===== src/tcc_consts.svh =====
// Offsets, field positions and reset values of the capture/compare block
`ifndef TCC_CONSTS_SVH
`define TCC_CONSTS_SVH

// Register indices; byte address is four times the index
`define TCC_CCV_INDEX     6'h0e
`define TCC_CFG_INDEX     6'h0f
`define TCC_HIGH_INDEX    6'h10
`define TCC_STATUS_INDEX  6'h11
`define TCC_MASK_INDEX    6'h12

// Reset values
`define TCC_CCV_RESET     16'h0000
`define TCC_CFG_RESET     8'h00
`define TCC_EVT_RESET     2'h0

// Fields of timer_configuration
`define TCC_CFG_CT_BIT    0
`define TCC_CFG_EDGE_LO   1
`define TCC_CFG_EDGE_HI   2
`define TCC_CFG_DUAL_BIT  3

// Event bits of status and mask
`define TCC_EVT_CC_BIT    0
`define TCC_EVT_LOW_BIT   1
`define TCC_EVT_W         2

// Bus answers
`define TCC_RESP_OKAY     2'h0
`define TCC_RESP_SLVERR   2'h2

`endif


===== src/tcc_pkg.sv =====
// Types shared by the capture/compare block
package tcc_pkg;

   typedef enum logic [1:0] {
      EDGE_NONE,
      EDGE_RISE,
      EDGE_FALL,
      EDGE_BOTH
   } edge_sel_t;

endpackage


===== src/edge_event_if.sv =====
// Edge events passed from the pin synchroniser to the register block
`timescale 1ns/1ps
interface edge_event_if;
   logic rise;
   logic fall;

   modport src  (output rise, output fall);
   modport sink (input  rise, input  fall);
endinterface


===== src/timer_capture_compare_config.sv =====
// Capture/compare register and mode configuration of a 16-bit timer
`timescale 1ns/1ps
`include "tcc_consts.svh"
module timer_capture_compare_config #(
   parameter int ADDR_W = 8
) (
   // Clock and reset
   input  wire logic               aclk,
   input  wire logic               aresetn,
   // AXI4-Lite write address
   input  wire logic [ADDR_W-1:0]  s_axi_awaddr,
   input  wire logic [2:0]         s_axi_awprot,
   input  wire logic               s_axi_awvalid,
   output logic                    s_axi_awready,
   // AXI4-Lite write data
   input  wire logic [31:0]        s_axi_wdata,
   input  wire logic [3:0]         s_axi_wstrb,
   input  wire logic               s_axi_wvalid,
   output logic                    s_axi_wready,
   // AXI4-Lite write response
   output logic [1:0]              s_axi_bresp,
   output logic                    s_axi_bvalid,
   input  wire logic               s_axi_bready,
   // AXI4-Lite read address
   input  wire logic [ADDR_W-1:0]  s_axi_araddr,
   input  wire logic [2:0]         s_axi_arprot,
   input  wire logic               s_axi_arvalid,
   output logic                    s_axi_arready,
   // AXI4-Lite read data
   output logic [31:0]             s_axi_rdata,
   output logic [1:0]              s_axi_rresp,
   output logic                    s_axi_rvalid,
   input  wire logic               s_axi_rready,
   // Counter state from the neighbouring counter, same clock
   input  wire logic [15:0]        count_value,
   // External edge pin
   input  wire logic               edge_pin,
   // Controls to the neighbouring counter
   output logic                    count_step,
   output logic                    capture_reload,
   output logic [15:0]             capture_compare_value,
   output logic [7:0]              timer_configuration,
   // Flag and interrupt
   output logic                    capture_compare_flag,
   output logic                    irq
);

   edge_event_if ev ();

   edge_sync_detect u_edge (
      .aclk     (aclk),
      .aresetn  (aresetn),
      .edge_pin (edge_pin),
      .ev       (ev)
   );

   logic [15:0]                 ccv_q;
   logic [7:0]                  cfg_q;
   logic [`TCC_EVT_W-1:0]       status_q;
   logic [`TCC_EVT_W-1:0]       mask_q;
   logic [`TCC_EVT_W-1:0]       evt_set;
   logic                        awready_q;
   logic                        wready_q;
   logic                        aw_held_q;
   logic                        w_held_q;
   logic [ADDR_W-1:0]           aw_addr_q;
   logic [31:0]                 w_data_q;
   logic [3:0]                  w_strb_q;
   logic                        bvalid_q;
   logic [1:0]                  bresp_q;
   logic                        arready_q;
   logic                        rvalid_q;
   logic [31:0]                 rdata_q;
   logic [1:0]                  rresp_q;
   logic                        step_q;
   logic                        capt_q;
   logic                        irq_q;
   logic                        eq_full_q;
   logic                        eq_high_q;
   logic                        eq_low_q;

   // Mode decoding
   logic                        counter_mode;
   logic                        dual_mode;
   tcc_pkg::edge_sel_t          edge_sel;
   logic                        edge_hit;
   logic                        capture_mode;
   logic                        compare_mode;
   logic                        capture_now;
   logic                        eq_full;
   logic                        eq_high;
   logic                        eq_low;
   logic                        match_now;
   logic                        low_match_now;

   assign counter_mode = cfg_q[`TCC_CFG_CT_BIT];
   assign dual_mode    = cfg_q[`TCC_CFG_DUAL_BIT];
   assign edge_sel     = tcc_pkg::edge_sel_t'(
                            cfg_q[`TCC_CFG_EDGE_HI:`TCC_CFG_EDGE_LO]);

   // Edge qualification by the selected edge
   always_comb begin
      case (edge_sel)
         tcc_pkg::EDGE_RISE: edge_hit = ev.rise;
         tcc_pkg::EDGE_FALL: edge_hit = ev.fall;
         tcc_pkg::EDGE_BOTH: edge_hit = ev.rise | ev.fall;
         default:            edge_hit = 1'b0;
      endcase
   end

   assign capture_mode = !counter_mode
                         && (edge_sel != tcc_pkg::EDGE_NONE);
   assign compare_mode = !counter_mode
                         && (edge_sel == tcc_pkg::EDGE_NONE);
   assign capture_now  = capture_mode && edge_hit;

   // Equality seen as a new event only on its first cycle, so a count
   // that parks on the compare value cannot hold the flag set forever
   assign eq_full = !dual_mode && (count_value == ccv_q);
   assign eq_high = dual_mode && (count_value[15:8] == ccv_q[15:8]);
   assign eq_low  = dual_mode && (count_value[7:0] == ccv_q[7:0]);
   assign match_now = compare_mode
                      && ((eq_full && !eq_full_q)
                          || (eq_high && !eq_high_q));
   // Low timer compares in dual mode only, whatever the counter and edge bits say
   assign low_match_now = eq_low && !eq_low_q;

   always_ff @(posedge aclk) begin
      if (!aresetn) begin
         eq_full_q <= 1'b0;
         eq_high_q <= 1'b0;
         eq_low_q  <= 1'b0;
      end else begin
         eq_full_q <= eq_full;
         eq_high_q <= eq_high;
         eq_low_q  <= eq_low;
      end
   end

   // Bus write side
   logic                        do_write;
   logic [5:0]                  w_index;
   logic                        w_mapped;

   assign do_write = aw_held_q && w_held_q && !bvalid_q;
   assign w_index  = aw_addr_q[7:2];
   assign w_mapped = (aw_addr_q[1:0] == 2'h0)
                     && ((w_index == `TCC_CCV_INDEX)
                         || (w_index == `TCC_CFG_INDEX)
                         || (w_index == `TCC_HIGH_INDEX)
                         || (w_index == `TCC_STATUS_INDEX)
                         || (w_index == `TCC_MASK_INDEX));

   always_ff @(posedge aclk) begin
      if (!aresetn) begin
         awready_q <= 1'b1;
         aw_held_q <= 1'b0;
         aw_addr_q <= '0;
      end else if (s_axi_awvalid && awready_q) begin
         awready_q <= 1'b0;
         aw_held_q <= 1'b1;
         aw_addr_q <= s_axi_awaddr;
      end else if (bvalid_q && s_axi_bready) begin
         awready_q <= 1'b1;
         aw_held_q <= 1'b0;
      end
   end

   always_ff @(posedge aclk) begin
      if (!aresetn) begin
         wready_q <= 1'b1;
         w_held_q <= 1'b0;
         w_data_q <= 32'h0000_0000;
         w_strb_q <= 4'h0;
      end else if (s_axi_wvalid && wready_q) begin
         wready_q <= 1'b0;
         w_held_q <= 1'b1;
         w_data_q <= s_axi_wdata;
         w_strb_q <= s_axi_wstrb;
      end else if (bvalid_q && s_axi_bready) begin
         wready_q <= 1'b1;
         w_held_q <= 1'b0;
      end
   end

   always_ff @(posedge aclk) begin
      if (!aresetn) begin
         bvalid_q <= 1'b0;
         bresp_q  <= `TCC_RESP_OKAY;
      end else if (do_write) begin
         bvalid_q <= 1'b1;
         bresp_q  <= w_mapped ? `TCC_RESP_OKAY : `TCC_RESP_SLVERR;
      end else if (bvalid_q && s_axi_bready) begin
         bvalid_q <= 1'b0;
      end
   end

   logic wr_ccv;
   logic wr_cfg;
   logic wr_high;
   logic wr_status;
   logic wr_mask;

   assign wr_ccv    = do_write && w_mapped && (w_index == `TCC_CCV_INDEX);
   assign wr_cfg    = do_write && w_mapped && (w_index == `TCC_CFG_INDEX);
   assign wr_high   = do_write && w_mapped && (w_index == `TCC_HIGH_INDEX);
   assign wr_status = do_write && w_mapped
                      && (w_index == `TCC_STATUS_INDEX);
   assign wr_mask   = do_write && w_mapped && (w_index == `TCC_MASK_INDEX);

   // Capture/compare storage; the upper byte doubles as the high-byte
   // register in dual mode. A capture beats a write in the same cycle.
   always_ff @(posedge aclk) begin
      if (!aresetn) begin
         ccv_q <= `TCC_CCV_RESET;
      end else if (capture_now && !dual_mode) begin
         ccv_q <= count_value;
      end else if (capture_now && dual_mode) begin
         ccv_q[15:8] <= count_value[15:8];
      end else begin
         if (wr_ccv && w_strb_q[0]) begin
            ccv_q[7:0] <= w_data_q[7:0];
         end
         if (wr_ccv && w_strb_q[1] && !dual_mode) begin
            ccv_q[15:8] <= w_data_q[15:8];
         end
         if (wr_high && w_strb_q[0] && dual_mode) begin
            ccv_q[15:8] <= w_data_q[7:0];
         end
      end
   end

   always_ff @(posedge aclk) begin
      if (!aresetn) begin
         cfg_q <= `TCC_CFG_RESET;
      end else if (wr_cfg && w_strb_q[0]) begin
         cfg_q <= w_data_q[7:0];
      end
   end

   // Sticky events: a set in the clearing cycle survives the clear
   assign evt_set[`TCC_EVT_CC_BIT]  = match_now || capture_now;
   assign evt_set[`TCC_EVT_LOW_BIT] = low_match_now;

   always_ff @(posedge aclk) begin
      if (!aresetn) begin
         status_q <= `TCC_EVT_RESET;
      end else if (wr_status && w_strb_q[0]) begin
         status_q <= (status_q & ~w_data_q[`TCC_EVT_W-1:0]) | evt_set;
      end else begin
         status_q <= status_q | evt_set;
      end
   end

   always_ff @(posedge aclk) begin
      if (!aresetn) begin
         mask_q <= `TCC_EVT_RESET;
      end else if (wr_mask && w_strb_q[0]) begin
         mask_q <= w_data_q[`TCC_EVT_W-1:0];
      end
   end

   always_ff @(posedge aclk) begin
      if (!aresetn) begin
         irq_q <= 1'b0;
      end else begin
         irq_q <= |((status_q | evt_set) & mask_q);
      end
   end

   // Pulses to the neighbouring counter
   always_ff @(posedge aclk) begin
      if (!aresetn) begin
         step_q <= 1'b0;
         capt_q <= 1'b0;
      end else begin
         step_q <= counter_mode && edge_hit;
         capt_q <= capture_now;
      end
   end

   // Bus read side; reads have no side effects
   logic [5:0]  r_index;
   logic [31:0] r_word;
   logic        r_mapped;

   assign r_index = s_axi_araddr[7:2];

   always_comb begin
      r_word   = 32'h0000_0000;
      r_mapped = (s_axi_araddr[1:0] == 2'h0);
      if (r_index == `TCC_CCV_INDEX) begin
         r_word[15:0] = dual_mode ? {8'h00, ccv_q[7:0]} : ccv_q;
      end else if (r_index == `TCC_CFG_INDEX) begin
         r_word[7:0] = cfg_q;
      end else if (r_index == `TCC_HIGH_INDEX) begin
         r_word[7:0] = dual_mode ? ccv_q[15:8] : 8'h00;
      end else if (r_index == `TCC_STATUS_INDEX) begin
         r_word[`TCC_EVT_W-1:0] = status_q;
      end else if (r_index == `TCC_MASK_INDEX) begin
         r_word[`TCC_EVT_W-1:0] = mask_q;
      end else begin
         r_mapped = 1'b0;
      end
   end

   always_ff @(posedge aclk) begin
      if (!aresetn) begin
         arready_q <= 1'b1;
         rvalid_q  <= 1'b0;
         rdata_q   <= 32'h0000_0000;
         rresp_q   <= `TCC_RESP_OKAY;
      end else if (s_axi_arvalid && arready_q) begin
         arready_q <= 1'b0;
         rvalid_q  <= 1'b1;
         rdata_q   <= r_mapped ? r_word : 32'h0000_0000;
         rresp_q   <= r_mapped ? `TCC_RESP_OKAY : `TCC_RESP_SLVERR;
      end else if (rvalid_q && s_axi_rready) begin
         arready_q <= 1'b1;
         rvalid_q  <= 1'b0;
      end
   end

   assign s_axi_awready         = awready_q;
   assign s_axi_wready          = wready_q;
   assign s_axi_bvalid          = bvalid_q;
   assign s_axi_bresp           = bresp_q;
   assign s_axi_arready         = arready_q;
   assign s_axi_rvalid          = rvalid_q;
   assign s_axi_rdata           = rdata_q;
   assign s_axi_rresp           = rresp_q;
   assign count_step            = step_q;
   assign capture_reload        = capt_q;
   assign capture_compare_value = ccv_q;
   assign timer_configuration   = cfg_q;
   assign capture_compare_flag  = status_q[`TCC_EVT_CC_BIT];
   assign irq                   = irq_q;

endmodule


===== src/edge_sync_detect.sv =====
// Two-flop synchroniser and edge detector for the external edge input
`timescale 1ns/1ps
module edge_sync_detect (
   // Clock and reset
   input  wire logic  aclk,
   input  wire logic  aresetn,
   // External pin
   input  wire logic  edge_pin,
   // Detected edges
   edge_event_if.src  ev
);

   logic meta_q;
   logic sync_q;
   logic prev_q;
   logic rise_q;
   logic fall_q;

   // First stage is read only by the second
   always_ff @(posedge aclk) begin
      if (!aresetn) begin
         meta_q <= 1'b0;
         sync_q <= 1'b0;
         prev_q <= 1'b0;
      end else begin
         meta_q <= edge_pin;
         sync_q <= meta_q;
         prev_q <= sync_q;
      end
   end

   // One pulse per edge, so each edge acts exactly once
   always_ff @(posedge aclk) begin
      if (!aresetn) begin
         rise_q <= 1'b0;
         fall_q <= 1'b0;
      end else begin
         rise_q <= sync_q & ~prev_q;
         fall_q <= ~sync_q & prev_q;
      end
   end

   assign ev.rise = rise_q;
   assign ev.fall = fall_q;

endmodule


===== config.mk =====
export PLATFORM = sky130hd
export DESIGN_NAME = timer_capture_compare_config
export DESIGN_NICKNAME = d
export VERILOG_FILES = /design/src/tcc_pkg.sv /design/src/edge_event_if.sv /design/src/timer_capture_compare_config.sv /design/src/edge_sync_detect.sv
export VERILOG_INCLUDE_DIRS = /design/src /design/src/src
export SDC_FILE = /design/constraint.sdc
export NUM_CORES = 1
export LEC_CHECK = 0
export BUFFER_PORTS_ARGS = -buffer_cell sky130_fd_sc_hd__buf_2
export CAP_MARGIN = 20
export CORE_MARGIN = 1.5
export CORE_UTILIZATION = 53
export CTS_CLUSTER_DIAMETER = 150
export DETAILED_ROUTE_END_ITERATION = 10
export GPL_TIMING_DRIVEN = 0
export PLACE_DENSITY = 0.85
export REMOVE_ABC_BUFFERS = 1
export SETUP_SLACK_MARGIN = 0.3
export SLEW_MARGIN = 20
export SYNTH_ARGS = -nofsm -noshare
export SYNTH_HDL_FRONTEND = slang
export SYNTH_SLANG_ARGS = --single-unit

===== constraint.sdc =====
create_clock -name aclk -period 4.5 [get_ports aclk]
set_input_delay 0.9 -clock aclk [delete_from_list [all_inputs] [get_ports aclk]]
set_output_delay 0.9 -clock aclk [all_outputs]
set_load 0.05 [all_outputs]

==> impl_metrics.csv <==
group,metric,value,unit
routing,routedWlPerCell,14.8,um
yosys,synth_ff_type,"dfxtp_1",
worst_setup_path,end_kind,"flop",
floorplanning,core,7330,sq um
timing,report.final.slew_viol_count,0,
placement,post_dp_cell_area,4530,sq um
floorplanning,fp.dieH,90.4,um
power,power.density,325,nW/um^2
worst_setup_path,start_kind,"input pin",
worst_setup_path,reg2reg_to,"s_axi_rdata[8]$_SDFFE_PN0P_",
yosys,synth.cell_area,4050,sq um
finish,antenna_cells,0,
worst_setup_path,worstPathMaxFanout,19,
timing,setup_violations,0,
power,irDropWorstVdd,0.248,mV
clock_tree,cts_tree,"built",
min_path,hold_depth,1,
timing,tns,0,ps
placement,hpwl,7360,um
timing,tightest_slew,907,ps
clock_tree,clkTransAtPathRegs,90,ps
power,p_leak,2.06,nW
worst_setup_path,rrSetupSlack,2060,ps
yosys,ys_ff_latch,90,
yosys,yosysWarnings,0,
yosys,synth_area_leaders,"dfxtp_1 44%, nand2_1 7.8%, a21oi_1 5.2%",
routing,drc,0,
yosys,avgSynthCellArea,8.50,sq um
worst_setup_path,r2r-start,"s_axi_arready$_SDFFE_PN1P_",
worst_setup_path,cp.required,4790,ps
global_routing,grt_pass1_wl,16200,um
placement,portBuffers,108,
worst_setup_path,crit_cells,6,
finish,layout-drive-gt1-share,24.0,%
finish,seq_area,1800,sq um
global_routing,grt_antenna_before_repair,0,
timing,clock_skew,16.2,ps
routing,drtPass1Iterations,7,
clock_tree,cts.htree.levels,3,
floorplanning,rows,31,
yosys,synth-edff-count,0,
finish,fin_area,4730,sq um
routing,wl,9960,um
floorplanning,start_util,55.3,%
finish,fin_nets,651,
worst_setup_path,cpLargestDelayFamily,"simple AND/OR/NAND/NOR gates",
finish,multiInputGateArea,2050,sq um
clock_tree,holdBufCountCts,0,
clock_tree,cts_buffers,9,
clock_tree,cts.sinks,90,
finish,synthToLayoutAreaGrowth,16.6,%
timing,period_share,59.2,%
worst_setup_path,crit_type,"input pin to flop",
routing,antenna_left,0,
global_routing,grt_max_degree,72,
floorplanning,die-area,8180,sq um
min_path,whs_endpoint,"u_edge.ev.rise$_SDFF_PN0_",
worst_setup_path,path_buf_inv,1,
worst_setup_path,cpPeakStageDelay,770,ps
yosys,syn-instance-count,477,
min_path,hp-class,"flop to flop",
run,maxCapViolCount,0,
yosys,yosysTopAreaCell,"dfxtp_1",
routing,drt-initial-drc-count,237,
yosys,ys_async_sr_fraction,0,%
clock_tree,clock-root-buffer,"clkbuf_8",
timing,rsz0062_at_grt,"no",
min_path,worstHoldStart,"u_edge.prev_q$_SDFF_PN0_",
finish,fill_cells,615,
global_routing,grt_pass1_vias,3386,
worst_setup_path,path_cells,"buf_2, nand2_1, nor4_1, nor4bb_2, a22oi_1, nor2_1",
yosys,synth_cell_types,56,
clock_tree,post_cts_resize_count,0,
routing,viasPerCell,5.53,
run_status,outcome,"completed",
clock_tree,clock_latency,380,ps
floorplanning,ios,151,
global_routing,grtUsageTotal,24.7,%
yosys,yosysSeqAreaShare,44.5,%
clock_tree,clockBufferDepth,2,
finish,utilization,64.5,%
routing,num_vias,3721,
yosys,yosys.area.top_type_share,44.5,%
floorplanning,die_w,90.4,um
finish,layout_common_cells,"108 x buf_2, 90 x dfxtp_1, 84 x nand2_1",
worst_setup_path,cp.arrival,2950,ps
finish,final_common_cell,"buf_2",
worst_setup_path,rr_worst_depth,5,
worst_setup_path,slowest_stage,"nor4bb_2",
timing,fin_crit,2660,ps
timing,max_freq,376,MHz
placement,gp_congestion,0.845,
clock_tree,cts_setup_buffers,0,
timing,maxSlewHeadroom,39.4,%
global_routing,gr-total-overflow,0,
timing,final_hold_viol_count,0,
per-stage QoR:
step	power [mW]	setup WS, ps	hold slack, ps	cells
finish	1.54	1840	427	673
global route	1.60	1710	426	673
CTS	1.54	1910	412	673
detailed placement	1.02	1540	399	657
global placement	1.02	1360	388	657
floorplan	0.962	2000	383	450
worst max-delay path by stage:
stage	start	to	slack, ps
3_5_place_dp	s_axi_arvalid	s_axi_rdata[10]$_SDFFE_PN0P_	1540
3_3_place_gp	s_axi_arvalid	s_axi_rdata[12]$_SDFFE_PN0P_	1360
4_1_cts	s_axi_arvalid	s_axi_rdata[8]$_SDFFE_PN0P_	1910
5_1_grt	aresetn	capture_compare_value[11]$_SDFFE_PN0P_	1710
6_report	s_axi_arvalid	s_axi_rdata[8]$_SDFFE_PN0P_	1840
2_1_floorplan	s_axi_araddr[6]	s_axi_rdata[10]$_SDFFE_PN0P_	2000
worst reg2reg max path: stages, from the launching register on:
cell and delay [ps]:
dfxtp_1 380, nand2_1 390, nor4_1 540, nor4bb_2 770, a22oi_1 160, nor2_1 140
state kept, by name, indices dropped and copies added (netlist names), 2 cells and up:
name and cells:
s_axi_rdata 16, w_data_q 16, status_q 2, aw_addr_q 8, w_strb_q 2, mask_q 2, timer_configuration 8, capture_compare_value 16
cell usage after synthesis, drive strengths merged, types with 2 or more instances:
master   count
a222oi       4
and3         2
xor2        16
o21a         2
inv          5
a22o        10
nand4        2
a31o         2
nand3       17
a22oi       15
a21o         2
mux2i       10
and4b        2
clkbuf      15
a221oi       2
a311oi       4
nor3b        5
a21oi       42
nor2        47
and3b        2
nor4b        2
o31ai        3
nor2b        4
buf         29
dfxtp       90
nand2       84
and4         2
nand2b       3
or3          2
o21ai       11
a31oi        9
a2bb2oi      4
a221o        2
nor4         6
and2         7
nor3         5
layer usage:
metal | vias up | share of wire, % | track usage (%)
met3 | 15 | 6.7 | 4.21
li1 | 1840 | - | -
met5 | - | 0 | 0
met1 | 1704 | 44 | 31.8
met4 | 0 | 1.8 | 11.1
met2 | 162 | 47 | 40.5
cells by family after synthesis:
family	after synthesis	share of synthesized area, %
other	1	0.0925
buffers and inverters	49	6.70
flip-flops	90	44.5
XOR/XNOR	16	3.46
multiplexers	10	2.47
AND/OR/NAND/NOR	196	23.8
AO/OA/AOI/OAI	115	19.0
where the power goes:
group	total [mW]	switching, mW	internal (mW)
logic	0.166	0.118	0.0485
clock network	0.533	0.317	0.216
registers	0.838	0.0200	0.818
total	1.54	0.455	1.08
final cells by class:
| cell class | instances | area share [%] |
|---|---|---|
| timing repair buffer | 108 | 11.4 |
| clock inverter | 7 | 1.40 |
| sequential | 90 | 38.1 |
| inverter | 5 | 0.424 |
| tap | 99 | 2.62 |
| clock buffer | 9 | 2.62 |
| multi-input combinational | 355 | 43.4 |
No activity file was read; power rests on OpenSTA's default activity.
